File: config.mk
export PLATFORM = sky130hd
export DESIGN_NAME = aat_calib
export DESIGN_NICKNAME = d
export VERILOG_FILES = /design/src/aat_pkg.sv /design/src/aat_stage_ram.sv /design/src/aat_calib.sv
export SDC_FILE = /design/constraint.sdc
export NUM_CORES = 2
export LEC_CHECK = 0
export BUFFER_PORTS_ARGS = -buffer_cell sky130_fd_sc_hd__clkbuf_2
export CORE_MARGIN = 2
export CORE_UTILIZATION = 51
export CTS_BUF_LIST = sky130_fd_sc_hd__clkbuf_8
export CTS_CLUSTER_SIZE = 8
export DETAILED_ROUTE_END_ITERATION = 7
export PLACE_DENSITY_LB_ADDON = 0.05
export SYNTH_ARGS = -nofsm -noshare
export SYNTH_HDL_FRONTEND = slang
export SYNTH_SLANG_ARGS = --single-unit
export TNS_END_PERCENT = 50
File: constraint.sdc
create_clock -name i_core_clk -period 24.3 [get_ports i_core_clk]
set_input_delay 3.645 -clock i_core_clk [delete_from_list [all_inputs] [get_ports i_core_clk]]
set_output_delay 3.645 -clock i_core_clk [all_outputs]
set_load 0.01 [all_outputs]
File: src/aat_pkg.sv
package aat_pkg;

  // ****************************************************************
  // Register map
  // ****************************************************************
  localparam logic [7:0] ADDR_AMB_CTRL = 8'h01;
  localparam logic [7:0] ADDR_PROX_SLOW = 8'h03;
  localparam logic [7:0] ADDR_SENS = 8'h04;
  localparam logic [7:0] ADDR_ADAPT = 8'h05;
  localparam logic [7:0] ADDR_CONTACT = 8'h06;
  // Per-stage window: bit 7 set, field in [5:3], stage in [2:0]
  localparam int STAGE_WIN_BIT = 7;
  localparam logic [15:0] AMB_CTRL_RST = 16'h0000;
  localparam logic [15:0] PROX_SLOW_RST = 16'h0000;
  localparam logic [15:0] SENS_RST = 16'h0000;
  localparam logic [15:0] ADAPT_RST = 16'h0000;

  // ****************************************************************
  // Field positions
  // ****************************************************************
  localparam int FP_SKIP_LSB = 12;
  localparam int LP_SKIP_LSB = 14;
  localparam int PUSH_LVL_LSB = 14;
  localparam int POS_SENS_LSB = 0;
  localparam int NEG_SENS_LSB = 4;
  localparam int POS_PEAK_LSB = 8;
  localparam int NEG_PEAK_LSB = 12;

  // Per-stage field selectors
  localparam logic [2:0] FLD_AMBIENT = 3'h0;
  localparam logic [2:0] FLD_OFF_HI = 3'h1;
  localparam logic [2:0] FLD_OFF_LO = 3'h2;
  localparam logic [2:0] FLD_THR_HI = 3'h3;
  localparam logic [2:0] FLD_THR_LO = 3'h4;
  localparam logic [2:0] FLD_AVG_MAX = 3'h5;
  localparam logic [2:0] FLD_AVG_MIN = 3'h6;

  // ****************************************************************
  // Arithmetic constants
  // ****************************************************************
  localparam logic [2:0] FP_SKIP_BASE = 3'h3;
  localparam int PUSH_LVL_SHIFT = 4;
  localparam int AMB_SHIFT = 4;
  localparam int OFF_SHIFT = 3;
  localparam int PEAK_SHIFT = 2;
  localparam logic [7:0] PCT_BASE = 8'h40;
  localparam logic [7:0] PCT_STEP = 8'h0C;
  localparam int NUM_STAGES = 8;

  // ****************************************************************
  // Types
  // ****************************************************************
  typedef struct packed {
    logic seeded;
    logic [15:0] ambient;
    logic [15:0] last_push;
    logic [15:0] off_hi;
    logic [15:0] off_lo;
    logic [15:0] thr_hi;
    logic [15:0] thr_lo;
    logic [15:0] avg_max;
    logic [15:0] avg_min;
  } aat_stage_t;

  typedef struct packed {
    logic valid;
    logic [2:0] stage;
    logic [15:0] data;
  } aat_sample_t;

  typedef enum logic [0:0] {
    AAT_IDLE = 1'b0,
    AAT_CALC = 1'b1
  } aat_state_t;

  localparam aat_stage_t STAGE_RST = '{
    seeded: 1'b0, ambient: 16'h0000, last_push: 16'h0000,
    off_hi: 16'h0000, off_lo: 16'h0000, thr_hi: 16'hFFFF,
    thr_lo: 16'h0000, avg_max: 16'h0000, avg_min: 16'h0000};

endpackage

File: src/aat_stage_ram.sv
`timescale 1ns/1ns
module aat_stage_ram
  import aat_pkg::*;
(
  input wire logic i_core_clk,
  input wire logic i_reset_n,
  input wire logic i_wr,
  input wire logic [2:0] i_wr_addr,
  input wire aat_stage_t i_wr_data,
  input wire logic [2:0] i_rd_a_addr,
  output aat_stage_t o_rd_a_data,
  input wire logic [2:0] i_rd_b_addr,
  output aat_stage_t o_rd_b_data
);

  aat_stage_t mem [NUM_STAGES];

  // ****************************************************************
  // Calibration bank, one word per stage, registered reads
  // ****************************************************************
  // Reset loads STAGE_RST into every word so no stage starts with stale thresholds
  always_ff @(posedge i_core_clk or negedge i_reset_n)
  begin
    if (!i_reset_n)
    begin
      for (int i = 0; i < NUM_STAGES; i++)
      begin
        mem[i] <= STAGE_RST;
      end
      o_rd_a_data <= STAGE_RST;
      o_rd_b_data <= STAGE_RST;
    end
    else
    begin
      if (i_wr)
      begin
        mem[i_wr_addr] <= i_wr_data;
      end
      o_rd_a_data <= mem[i_rd_a_addr];
      o_rd_b_data <= mem[i_rd_b_addr];
    end
  end

endmodule // aat_stage_ram

File: src/aat_calib.sv
`timescale 1ns/1ns
module aat_calib
  import aat_pkg::*;
(
  input wire logic i_core_clk,
  input wire logic i_reset_n,
  input wire aat_sample_t i_sample,
  output logic o_sample_ready,
  input wire logic [7:0] i_proximity,
  input wire logic i_low_power,
  input wire logic i_reg_wr,
  input wire logic i_reg_rd,
  input wire logic [7:0] i_reg_addr,
  input wire logic [15:0] i_reg_wdata,
  output logic [15:0] o_reg_rdata,
  output logic o_reg_rvalid,
  output logic [7:0] o_contact,
  output logic o_ambient_push
);

  // ****************************************************************
  // Helpers
  // ****************************************************************
  // Sensitivity code to fraction: 64/256 plus 12/256 per step
  function automatic logic [15:0] pct(input logic [3:0] code,
                                     input logic [15:0] val);
    logic [7:0] k;
    logic [23:0] p;
    k = PCT_BASE + PCT_STEP * {4'h0, code};
    p = val * k;
    return p[23:8];
  endfunction

  function automatic logic [15:0] absdiff(input logic [15:0] a,
                                         input logic [15:0] b);
    return (a > b) ? a - b : b - a;
  endfunction

  // ****************************************************************
  // Global registers
  // ****************************************************************
  logic [15:0] amb_ctrl;
  logic [15:0] prox_slow;
  logic [15:0] sens;
  logic [15:0] adapt;
  wire logic glob_wr = i_reg_wr && !i_reg_addr[STAGE_WIN_BIT];

  // Software-written configuration, all fields kept as written
  always_ff @(posedge i_core_clk or negedge i_reset_n)
  begin
    if (!i_reset_n)
    begin
      amb_ctrl <= AMB_CTRL_RST;
      prox_slow <= PROX_SLOW_RST;
      sens <= SENS_RST;
      adapt <= ADAPT_RST;
    end
    else if (glob_wr)
    begin
      if (i_reg_addr == ADDR_AMB_CTRL) amb_ctrl <= i_reg_wdata;
      if (i_reg_addr == ADDR_PROX_SLOW) prox_slow <= i_reg_wdata;
      if (i_reg_addr == ADDR_SENS) sens <= i_reg_wdata;
      if (i_reg_addr == ADDR_ADAPT) adapt <= i_reg_wdata;
    end
  end

  wire logic [1:0] fp_skip = amb_ctrl[FP_SKIP_LSB +: 2];
  wire logic [1:0] lp_skip = amb_ctrl[LP_SKIP_LSB +: 2];
  wire logic [1:0] push_lvl = prox_slow[PUSH_LVL_LSB +: 2];
  wire logic [3:0] pos_sens = sens[POS_SENS_LSB +: 4];
  wire logic [3:0] neg_sens = sens[NEG_SENS_LSB +: 4];
  wire logic [3:0] pos_peak = sens[POS_PEAK_LSB +: 4];
  wire logic [3:0] neg_peak = sens[NEG_PEAK_LSB +: 4];
  wire logic adapt_en = adapt[0];

  // ****************************************************************
  // Pending host offset write and sequencer
  // ****************************************************************
  logic hw_pend;
  logic [2:0] hw_stage;
  logic [2:0] hw_fld;
  logic [15:0] hw_data;
  aat_state_t state;
  logic op_host;
  aat_sample_t smp;
  wire logic stage_wr = i_reg_wr && i_reg_addr[STAGE_WIN_BIT];
  wire logic start_host = (state == AAT_IDLE) && hw_pend;

  // Host writes wait for an idle cycle so calibration never races them
  assign o_sample_ready = (state == AAT_IDLE) && !hw_pend;
  wire logic take_smp = i_sample.valid && o_sample_ready;

  always_ff @(posedge i_core_clk or negedge i_reset_n)
  begin
    if (!i_reset_n)
    begin
      hw_pend <= 1'b0;
      hw_stage <= 3'h0;
      hw_fld <= 3'h0;
      hw_data <= 16'h0000;
    end
    else if (stage_wr)
    begin
      hw_pend <= 1'b1;
      hw_stage <= i_reg_addr[2:0];
      hw_fld <= i_reg_addr[5:3];
      hw_data <= i_reg_wdata;
    end
    else if (start_host)
    begin
      hw_pend <= 1'b0;
    end
  end

  // Two-step read-modify-write of one stage word
  always_ff @(posedge i_core_clk or negedge i_reset_n)
  begin
    if (!i_reset_n)
    begin
      state <= AAT_IDLE;
      op_host <= 1'b0;
      smp <= '0;
    end
    else
    begin
      case (state)
        AAT_IDLE:
        begin
          if (start_host || take_smp)
          begin
            state <= AAT_CALC;
          end
          op_host <= start_host;
          if (take_smp) smp <= i_sample;
        end
        AAT_CALC: state <= AAT_IDLE;
        default: state <= AAT_IDLE;
      endcase
    end
  end

  // ****************************************************************
  // Slow filter skip
  // ****************************************************************
  // Skip count per power mode; counted once per sequence at stage 0
  logic [2:0] seq_cnt;
  logic take_seq;
  wire logic [2:0] skip_n = i_low_power ? {1'b0, lp_skip}
                                        : {1'b0, fp_skip} + FP_SKIP_BASE;

  always_ff @(posedge i_core_clk or negedge i_reset_n)
  begin
    if (!i_reset_n)
    begin
      seq_cnt <= 3'h0;
      take_seq <= 1'b0;
    end
    else if (take_smp && i_sample.stage == 3'h0)
    begin
      take_seq <= (seq_cnt == 3'h0);
      seq_cnt <= (seq_cnt >= skip_n) ? 3'h0 : seq_cnt + 3'h1;
    end
  end

  // ****************************************************************
  // Calibration bank
  // ****************************************************************
  aat_stage_t cur;
  aat_stage_t nx;
  aat_stage_t rd_b;
  logic [2:0] rd_fld;
  logic rd_pend;
  wire logic calc = (state == AAT_CALC);
  wire logic [2:0] wr_stage = op_host ? hw_stage : smp.stage;
  wire logic [2:0] a_addr = hw_pend ? hw_stage : i_sample.stage;

  aat_stage_ram u_bank3 (
    .i_core_clk(i_core_clk),
    .i_reset_n(i_reset_n),
    .i_wr(calc),
    .i_wr_addr(wr_stage),
    .i_wr_data(nx),
    .i_rd_a_addr(a_addr),
    .o_rd_a_data(cur),
    .i_rd_b_addr(i_reg_addr[2:0]),
    .o_rd_b_data(rd_b)
  );

  // ****************************************************************
  // Calibration arithmetic
  // ****************************************************************
  wire logic [15:0] d = smp.data;
  wire logic smp_op = calc && !op_host;
  // Unseeded stage never reports contact; first sample seeds ambient
  wire logic contact = cur.seeded && (d > cur.thr_hi || d < cur.thr_lo);
  wire logic [15:0] lvl = {12'h000, push_lvl, 2'b00} << 2;
  wire logic push = smp_op && cur.seeded && take_seq && !contact
    && !i_proximity[smp.stage]
    && absdiff(d, cur.last_push) > lvl;
  wire logic signed [16:0] amb_diff = {1'b0, d} - {1'b0, cur.ambient};
  // IIR stands in for the FIFO average: no per-entry storage needed
  // Shift kept apart so the mux cannot turn it into a logical shift
  wire logic signed [16:0] amb_step = amb_diff >>> AMB_SHIFT;
  wire logic [16:0] drift = push ? amb_step : 17'h00000;
  wire logic [16:0] off_adj = $signed(drift) >>> OFF_SHIFT;
  wire logic [15:0] amb_new = cur.seeded ? cur.ambient + drift[15:0]
                                         : d;
  wire logic [15:0] resp_pos = (d > amb_new) ? d - amb_new : 16'h0000;
  wire logic [15:0] resp_neg = (d < amb_new) ? amb_new - d : 16'h0000;
  wire logic near_max = resp_pos != 16'h0000
    && resp_pos >= cur.avg_max - pct(pos_peak, cur.avg_max);
  wire logic near_min = resp_neg != 16'h0000
    && resp_neg >= cur.avg_min - pct(neg_peak, cur.avg_min);
  wire logic [16:0] max_err = {1'b0, resp_pos} - {1'b0, cur.avg_max};
  wire logic [16:0] min_err = {1'b0, resp_neg} - {1'b0, cur.avg_min};
  wire logic [16:0] max_step = $signed(max_err) >>> PEAK_SHIFT;
  wire logic [16:0] min_step = $signed(min_err) >>> PEAK_SHIFT;

  // Next stage word; host op replaces one offset, sample op tracks
  always_comb
  begin
    nx = cur;
    if (op_host)
    begin
      if (hw_fld == FLD_OFF_HI) nx.off_hi = hw_data;
      if (hw_fld == FLD_OFF_LO) nx.off_lo = hw_data;
    end
    else
    begin
      nx.seeded = 1'b1;
      nx.ambient = amb_new;
      if (push || !cur.seeded) nx.last_push = d;
      nx.off_hi = cur.off_hi + off_adj[15:0];
      nx.off_lo = cur.off_lo + off_adj[15:0];
      if (near_max && smp_op) nx.avg_max = cur.avg_max + max_step[15:0];
      if (near_min && smp_op) nx.avg_min = cur.avg_min + min_step[15:0];
    end
    // Rescaled on every update, so offset or average changes take hold
    if (adapt_en)
    begin
      nx.thr_hi = nx.ambient + pct(pos_sens, nx.avg_max);
      nx.thr_lo = nx.ambient - pct(neg_sens, nx.avg_min);
    end
    else
    begin
      nx.thr_hi = nx.ambient + pct(pos_sens, nx.off_hi);
      nx.thr_lo = nx.ambient - pct(neg_sens, nx.off_lo);
    end
  end

  // ****************************************************************
  // Outputs and register reads
  // ****************************************************************
  logic [15:0] stage_rd;
  always_comb
  begin
    case (rd_fld)
      FLD_AMBIENT: stage_rd = rd_b.ambient;
      FLD_OFF_HI: stage_rd = rd_b.off_hi;
      FLD_OFF_LO: stage_rd = rd_b.off_lo;
      FLD_THR_HI: stage_rd = rd_b.thr_hi;
      FLD_THR_LO: stage_rd = rd_b.thr_lo;
      FLD_AVG_MAX: stage_rd = rd_b.avg_max;
      FLD_AVG_MIN: stage_rd = rd_b.avg_min;
      default: stage_rd = 16'h0000;
    endcase
  end

  logic [15:0] glob_rd;
  always_comb
  begin
    case (i_reg_addr)
      ADDR_AMB_CTRL: glob_rd = amb_ctrl;
      ADDR_PROX_SLOW: glob_rd = prox_slow;
      ADDR_SENS: glob_rd = sens;
      ADDR_ADAPT: glob_rd = adapt;
      ADDR_CONTACT: glob_rd = {8'h00, o_contact};
      default: glob_rd = 16'h0000;
    endcase
  end

  // Stage reads take two cycles because the bank read is registered
  always_ff @(posedge i_core_clk or negedge i_reset_n)
  begin
    if (!i_reset_n)
    begin
      o_reg_rdata <= 16'h0000;
      o_reg_rvalid <= 1'b0;
      rd_pend <= 1'b0;
      rd_fld <= 3'h0;
    end
    else
    begin
      rd_pend <= i_reg_rd && i_reg_addr[STAGE_WIN_BIT];
      rd_fld <= i_reg_addr[5:3];
      o_reg_rvalid <= rd_pend || (i_reg_rd && !i_reg_addr[STAGE_WIN_BIT]);
      if (rd_pend) o_reg_rdata <= stage_rd;
      else if (i_reg_rd) o_reg_rdata <= glob_rd;
    end
  end

  always_ff @(posedge i_core_clk or negedge i_reset_n)
  begin
    if (!i_reset_n)
    begin
      o_contact <= 8'h00;
      o_ambient_push <= 1'b0;
    end
    else
    begin
      o_ambient_push <= push;
      if (smp_op) o_contact[smp.stage] <= contact;
    end
  end

  // ****************************************************************
  // Checks
  // ****************************************************************
  property p_prox_freeze;
    @(posedge i_core_clk) disable iff (!i_reset_n)
    (smp_op && cur.seeded && i_proximity[smp.stage])
      |-> nx.ambient == cur.ambient;
  endproperty
  a_prox_freeze: assert property (p_prox_freeze)
    else $error("ambient moved during proximity");

  property p_push_level;
    @(posedge i_core_clk) disable iff (!i_reset_n)
    (smp_op && absdiff(d, cur.last_push) <= lvl)
      |=> !o_ambient_push;
  endproperty
  a_push_level: assert property (p_push_level)
    else $error("push below update level");

  property p_host_thr;
    @(posedge i_core_clk) disable iff (!i_reset_n)
    (calc && op_host && hw_fld == FLD_OFF_HI && !adapt_en)
      |-> nx.thr_hi == cur.ambient + pct(pos_sens, hw_data);
  endproperty
  a_host_thr: assert property (p_host_thr)
    else $error("threshold not rebuilt from new offset");

  property p_mid_code;
    @(posedge i_core_clk) disable iff (!i_reset_n)
    (calc && adapt_en && pos_sens == 4'h8)
      |-> nx.thr_hi == nx.ambient
        + 16'((32'(nx.avg_max) * 32'd160) >> 8);
  endproperty
  a_mid_code: assert property (p_mid_code)
    else $error("code 1000 not at 62.5 percent");

  property p_one_rmw;
    @(posedge i_core_clk) disable iff (!i_reset_n)
    take_smp |=> calc ##1 (state == AAT_IDLE);
  endproperty
  a_one_rmw: assert property (p_one_rmw)
    else $error("sample update not a single write");

  property p_contact_flag;
    @(posedge i_core_clk) disable iff (!i_reset_n)
    smp_op |=> o_contact[$past(smp.stage)] == $past(contact);
  endproperty
  a_contact_flag: assert property (p_contact_flag)
    else $error("contact flag mismatch");

  property p_max_gate;
    @(posedge i_core_clk) disable iff (!i_reset_n)
    (smp_op && !near_max) |-> nx.avg_max == cur.avg_max;
  endproperty
  a_max_gate: assert property (p_max_gate)
    else $error("maximum moved away from peak");

  property p_skip_field;
    @(posedge i_core_clk) disable iff (!i_reset_n)
    (glob_wr && i_reg_addr == ADDR_AMB_CTRL)
      |=> fp_skip == $past(i_reg_wdata[13:12])
        && lp_skip == $past(i_reg_wdata[15:14]);
  endproperty
  a_skip_field: assert property (p_skip_field)
    else $error("skip fields misplaced");

endmodule // aat_calib

# Word-level counts from Yosys, hierarchy flattened
# Cells that the tools add are included.
# word_totals
elab_cells,257
ff_bits,1415
output_inout_bits,27
in_bits,57
# classes
multipliers,10
n_reduce_logical,43
bitwise_logic,4
n_mux,40
n_lt_le_gt_ge,15
n_addsub,24
eq_ne,13
# op_table
cell,count
1032-bit bitwise mux,1
129-bit binary-select mux with 3-bit select,2
129-bit demux with 3-bit select,1
129-bit 2-to-1 mux,3
128-bit 2-to-1 mux,2
16-bit 2-to-1 mux,11
16-bit by 8-bit multiplier with 24-bit output,6
16-bit subtractor,8
16-bit adder,7
16-bit case mux with 7 select lines,1
32-bit 2-to-1 mux,3
16-bit case mux with 5 select lines,1
16-bit by 16-bit subtractor with 17-bit output,3
16-bit greater-than comparator,3
33-bit 2-to-1 mux,1
7-bit by 8-bit adder with 8-bit output (first input constant),4
16-bit greater-or-equal comparator,2
16-bit less-than comparator,2
16-bit nonzero test,2
8-bit by 3-bit equality test with 1-bit output (second input constant),3
2-bit by 4-bit multiplier with 6-bit output (first input constant),4
1-bit logical AND,21
17-bit 2-to-1 mux,1
16-bit by 6-bit greater-than comparator with 1-bit output,1
other kinds (25),56

# Logic depth before layout (Yosys ltp)
# logic_depth
depth_word,21
depth_mapped,96

# Hierarchy
# A second synthesis with hierarchy kept.
# unflattened
cells_unflattened,7997
area_unflattened_um2,99265.2
# by_module_without_submodules
module,area_per_inst_um2,seq_area_each_um2,instances,cells_per_inst
aat_stage_ram,61119.9,32481.2,1,3360
aat_calib,38145.3,3553.4,1,4637

# Worst setup path after synthesis
# No wires, ideal clock.
# synth_path
path_type,input to register
startpoint,input port i_proximity[4]
endpoint,register u_bank3.mem[192] (netlist bit)
path_slack_ns,5.418
path_buffers,5
t_arrival_ns,18.799
setup_ns,0.083
stages,77
path_cell_list,mux2i_1 -> nor2_1 -> a211oi_1 -> a21oi_1 -> or4_1 -> a311oi_2 -> o21ai_4 -> buf_2 -> or3_1 -> inv_1 -> ha_1 -> a21o_1 -> a21o_1 -> maj3_1 -> a21oi_1 -> nor3_1 -> o2111ai_2 -> a21oi_1 -> [41 not listed] -> ha_1 -> ha_1 -> nor3_1 -> nor2_1 -> and3_1 -> o21a_1 -> or3_1 -> a41oi_1 -> a21oi_1 -> ha_1 -> a21oi_1 -> o21ai_0 -> a21o_1 -> a21oi_1 -> xnor2_2 -> or3_1 -> buf_2 -> a41oi_1
# synth_between
elab_chain_cells,19
word_cells_on_any_way,28
classes_between,7 x add/sub; 2 x mul; 2 x order compare; 11 x mux; 6 x reduce/logical
# synth_lines
item,line,text
"start, declared",aat_calib.sv:9,"input wire logic [7:0] i_proximity,"
1-bit binary-select mux with 3-bit select (*),aat_calib.sv:198,&& !i_proximity[smp.stage]
1-bit 2-to-1 mux (implied by the code) (*),aat_calib.sv:198,
1-bit zero test (*),aat_calib.sv:198,
1-bit logical AND (*),aat_calib.sv:198,
1-bit logical AND (*),aat_calib.sv:199,"&& absdiff(d, cur.last_push) > lvl;"
17-bit 2-to-1 mux (*),aat_calib.sv:204,wire logic [16:0] drift = push ? amb_step : 17'h00000;
branches (longest 11 deep; another with 16-bit by 8-bit multiplier with 24-bit output),n/a,
32-bit 2-to-1 mux (*),aat_calib.sv:239,if (adapt_en)
1032-bit bitwise mux (*),aat_stage_ram.sv:37,mem[i_wr_addr] <= i_wr_data;
"end signal, assigned by index",aat_stage_ram.sv:37,
"end, declared",aat_stage_ram.sv:16,aat_stage_t mem [NUM_STAGES];
# Every way passes the cells marked *. The select of a mux whose other input is x is not followed.
# A chain may end at the register's enable or synchronous reset.

# Final worst setup path
# layout_path
startpoint,"register smp, in the netlist d[9]"
endpoint,register u_bank3.mem[192] (netlist bit)
# layout_between
elab_chain_cells,21
word_cells_on_any_way,37
classes_between,10 x add/sub; 2 x mul; 6 x order compare; 10 x mux; 9 x reduce/logical
# layout_lines
item,line,text
"start, declared",aat_calib.sv:85,aat_sample_t smp;
"start signal, assigned",aat_calib.sv:134,if (take_smp) smp <= i_sample;
branches (longest 19 deep; another with 16-bit by 16-bit subtractor with 17-bit output),n/a,
32-bit 2-to-1 mux (*),aat_calib.sv:239,
1032-bit bitwise mux (*),aat_stage_ram.sv:37,
# Every way passes the cells marked *.

==> results.txt <==
- In the synthesized netlist, the number of instances is 9210.
* Share of the synthesized area in compound gates (AO/OA/AOI/OAI): 11.9%
* Count of buffers from port buffering: 83
* Total Nets Final: approximately 10000
- The clock passes through at most 4 buffers.
* Power density over the cells: 162 nW/um^2
- Measured along the x axis, the die boundary spans 435 um.
* Share of final-layout standard cells stronger than drive strength 1: 19.1%
* Final wirelength: 322 mm
- For this run, design rule violations remaining after detail routing come to 2.
* Synth async-reset ratio: 100%
* Crit path capture type: flip-flop
- TritonCTS built the clock tree.
* Worst vdd rail ir drop: about 0.37 mV
- Synthesis-to-finish area growth: 8.79%
* Number of antenna violations at the first check in global routing: 23
- Maximum number of pins on one net before global-route repair: between 150 and 200
* Number of unique standard cell types used by synthesis: 103
* Vias after detailed routing: 71900
* Final hold slack: 0.472 ns
- The total count of hold-check failures in the final report is 0.
- Number of flip-flops and latches in the synthesized netlist: approximately 1400
* Area share of and/or/nand/nor cells after synthesis: 11.4%
- Total placed instance area: 97800 sq um
- Overall track demand over capacity in global routing: 34.3%
- Max-slew violations: 0
- Part of the cycle the worst path needs: between 80% and 90%
- Cts bufs inserted: 277
* Clk Tree Root Cell: sky130_fd_sc_hd__clkbuf_8
* Data required time at the worst endpoint: approximately 25 ns
- Sinks on the clock net: 1415
- In this run, synthesis inferred 0 flip-flops with an integrated enable.
- For this design the static power due to leakage is 47.6 nW.
* Adder and majority cell fraction of the synthesized area: ~15%
* Worst setup skew after layout: 0.111 ns
- The core region is around 190000 sq um.
- Dominant combinational cell family by area after synthesis: multiplexers
- The H-tree was split into 5 levels.
- Clock latency on the worst-skew pair, taken at its later pin, is ~1.1 ns.
* Number of DRC violations after detailed-routing iteration 0: approximately 6300
- First-pass GRT wire length: ~480 mm
- Using the TritonRoute via totals, the vias-per-cell ratio works out to 6.07.
- The path class of the tightest hold or removal check is reg -> reg.
- After detailed routing, the average wire length per cell comes to 27.2 um.
* Synth Cell Area: about 95000 sq um
* Via count of the first global-routing pass: 71900
- Setup crit start: d[9]$_DFFE_PN0P_
- Kind of start point of the critical path: flip-flop
* Grt ovf: 0
* CTS clock-pin slew for the worst setup and hold paths: about 0.06 ns
* Hold-fix buffers, CTS: 0
- Once the clock tree was built, the resizer swapped 0 gates to a different size.
* Total iterations of the first detailed-routing run: 8
- Largest stage delay, worst path: 0.93 ns
* Routability cong.: 0.973
* Critical path's slowest cell: sky130_fd_sc_hd__o21ai_1
- Counting cells, the worst reg-to-reg path comes to 82.
* Proportion of synthesized area in mux cells: approximately 17%
- Measured against its own limit, the worst slew margin works out to a little under 8%.
- Final setup violation count: 0
- Initial core utilization: 51.2%
* Height of the die: 435 um
- Proportion of synthesized chip area in sequential cells: a little under two fifths
- After routing, the total negative slack on setup checks comes to 0 ns.
- Num ports: 84
* Post-route ant nets: 0
- Area of the die: 190000 sq um
* Data arrival, critical path: 22.69 ns
* End point of the critical path: u_bank3.mem[192]$_DFFE_PN1P_
- HPWL after detailed placement: 227 mm
- Number of synthesis warnings: 0
* Final instance area: 103000 sq um
- Setup repair after global routing left no endpoint under its margin.
* Synth Net Count: 10200
- The flow ran to the end, but the final reports show violations.
* Post-CTS setup-driven buffer insertion count: 0
- Of the total synthesized cell area, the portion taken by XOR and XNOR cells is 2.23%.
- Along the worst path, the maximum fanout reaches 29.
- The routed design could run at a clock period as short as ~22 ns.
- At the pin with the least slew margin, the transition time is 1.38 ns.
- After synthesis, the mean cell area works out to 10.3 sq um.
- In this design, the critical path's most frequently occurring cell is sky130_fd_sc_hd__a21oi_1.
- Violations in the final reports: DRC
* Most frequently used flop master after synthesis: sky130_fd_sc_hd__dfrtp_1
- In this run the register-to-register setup slack is 2.55 ns.
* Crit Path Category: reg -> reg
- The endpoint identified for the worst register-to-register timing path is u_bank3.mem[192]$_DFFE_PN1P_.
- Row generation in the floorplan step produced 158 rows.
- Highest attainable clock frequency: 46.0 MHz
* Max cap viols: 0
- The startpoint identified for the worst register-to-register timing path is d[9]$_DFFE_PN0P_.
[cell type report]
| class | count | area [sq um] |
|---|---|---|
| Antenna cell | 26 | 65.1 |
| Clock inverter | 123 | 716 |
| Timing Repair Buffer | 255 | 1830 |
| Sequential cell | 1415 | 35600 |
| Fill cell | 16400 | 82000 |
| Inverter | 552 | 2070 |
| Multi-Input combinational cell | 6658 | 55200 |
| Clock buffer | 340 | 4680 |
| Tap cell | 2480 | 3100 |
[state kept, by name (all words and copies together), names as in the netlist, 3 cells and up]
| signal | flops |
|---|---|
| prox_slow | 16 |
| amb_ctrl | 16 |
| d | 16 |
| adapt | 16 |
| u_bank3.o_rd_a_data | 129 |
| hw_data | 16 |
| seq_cnt | 3 |
| hw_fld | 3 |
| rd_fld | 3 |
| hw_stage | 3 |
| sens | 16 |
| o_contact | 8 |
| smp | 3 |
| o_reg_rdata | 16 |
| u_bank3.mem | 1032 |
| u_bank3.o_rd_b_data | 112 |
[cell families after synthesis]
kind of cell / count (synthesis)
DFF: 1415
buffers and inverters: 1137
muxes: 963
AOI/OAI and AO/OA: 1977
xor gates and xnor gates: 239
and+or+nand+nor: 2537
adders and majority gates: 942
[critical path: cells and delay by family, from the launching register on]
| kind | cells | cell delay (ns) |
|---|---|---|
| AND/OR/NAND/NOR | 22 | 5.11 |
| adder cells (fa/ha/maj) | 13 | 4.75 |
| AO/OA/AOI/OAI | 39 | 10.12 |
| buffers and inverters | 4 | 0.49 |
| flip-flops | 1 | 0.33 |
| XOR/XNOR | 3 | 0.43 |
| multiplexers | 1 | 0.37 |
[metal layers]
| layer | part of all wire (%) | global-route usage (%) |
|---|---|---|
| met3 | 6.8 | 6.67 |
| met5 | 0.012 | 0 |
| met2 | 45 | 52.9 |
| met4 | 5.7 | 17.2 |
| met1 | 42 | 46.3 |
[cell usage after synthesis, drive strengths merged (15+ instances only)]
| cell type | count | area share, % |
|---|---|---|
| a2111oi | 15 | 0.18 |
| a211oi | 32 | 0.28 |
| a21o | 99 | 0.78 |
| a21oi | 335 | 1.8 |
| a22oi | 28 | 0.22 |
| a31oi | 32 | 0.21 |
| and2 | 57 | 0.38 |
| and3 | 29 | 0.19 |
| buf | 98 | 0.47 |
| clkbuf | 487 | 1.9 |
| dfrtp | 1255 | 33 |
| dfstp | 160 | 4.4 |
| fa | 351 | 7.4 |
| ha | 587 | 7.7 |
| inv | 551 | 2.2 |
| mux2 | 365 | 4.3 |
| mux2i | 103 | 1.1 |
| mux4 | 495 | 12 |
| nand2 | 1556 | 6.2 |
| nand2b | 89 | 0.59 |
| nand3 | 58 | 0.31 |
| nand4 | 26 | 0.19 |
| nor2 | 451 | 1.8 |
| nor2b | 42 | 0.28 |
| nor3 | 91 | 0.49 |
| o21a | 68 | 0.54 |
| o21ai | 1192 | 6.3 |
| o21bai | 26 | 0.21 |
| o31ai | 16 | 0.13 |
| or2 | 57 | 0.38 |
| or3 | 20 | 0.13 |
| xnor2 | 178 | 1.7 |
| xor2 | 61 | 0.56 |
[stage by stage]
stage | setup WS, ns | util (%) | power [mW] | cells
finish | 2.55 | 55.7 | 16.7 | 11800
global route | 0.921 | 55.7 | 18.0 | 11800
CTS | 2.95 | 55.7 | 16.7 | 11800
detailed placement | 2.39 | 52.8 | 14.2 | 11400
global placement | 2.35 | 52.8 | 14.0 | 11400
floorplan | 5.42 | - | 10.9 | 9210
[cell usage in the layout (no fill, tap or decap), types with 331 or more instances in the layout]
master,synthesis,layout
sky130_fd_sc_hd__clkbuf_8,0,341
sky130_fd_sc_hd__o21ai_0,1158,1157
sky130_fd_sc_hd__a21oi_1,332,331
sky130_fd_sc_hd__ha_1,587,587
sky130_fd_sc_hd__mux4_2,495,495
sky130_fd_sc_hd__fa_1,351,351
sky130_fd_sc_hd__inv_1,550,631
sky130_fd_sc_hd__dfrtp_1,1255,1251
sky130_fd_sc_hd__nand2_1,1553,1545
sky130_fd_sc_hd__mux2_2,364,364
sky130_fd_sc_hd__nor2_1,449,448
[how the worst min path moves through the flow]
stage | from | endpoint | slack [ns] | cells after the start
floorplan | take_seq$_DFFE_PN0P_ | take_seq$_DFFE_PN0P_ | 0.44 | 2
global placement | u_bank3.mem[693]$_DFFE_PN1P_ | u_bank3.mem[693]$_DFFE_PN1P_ | 0.45 | 2
detailed placement | u_bank3.mem[306]$_DFFE_PN1P_ | u_bank3.mem[306]$_DFFE_PN1P_ | 0.46 | 2
CTS | u_bank3.mem[693]$_DFFE_PN1P_ | u_bank3.mem[693]$_DFFE_PN1P_ | 0.47 | 2
global route | u_bank3.mem[306]$_DFFE_PN1P_ | u_bank3.mem[306]$_DFFE_PN1P_ | 0.48 | 2
finish | u_bank3.mem[564]$_DFFE_PN1P_ | u_bank3.mem[564]$_DFFE_PN1P_ | 0.47 | 2
[report_power, final]
group	internal (mW)	switching (mW)	total, mW
combinational	3.90	5.84	9.75
sequential	3.56	1.01	4.57
clock	1.33	1.06	2.39
total	8.80	7.92	16.7
(Power assumes the default switching activity.)
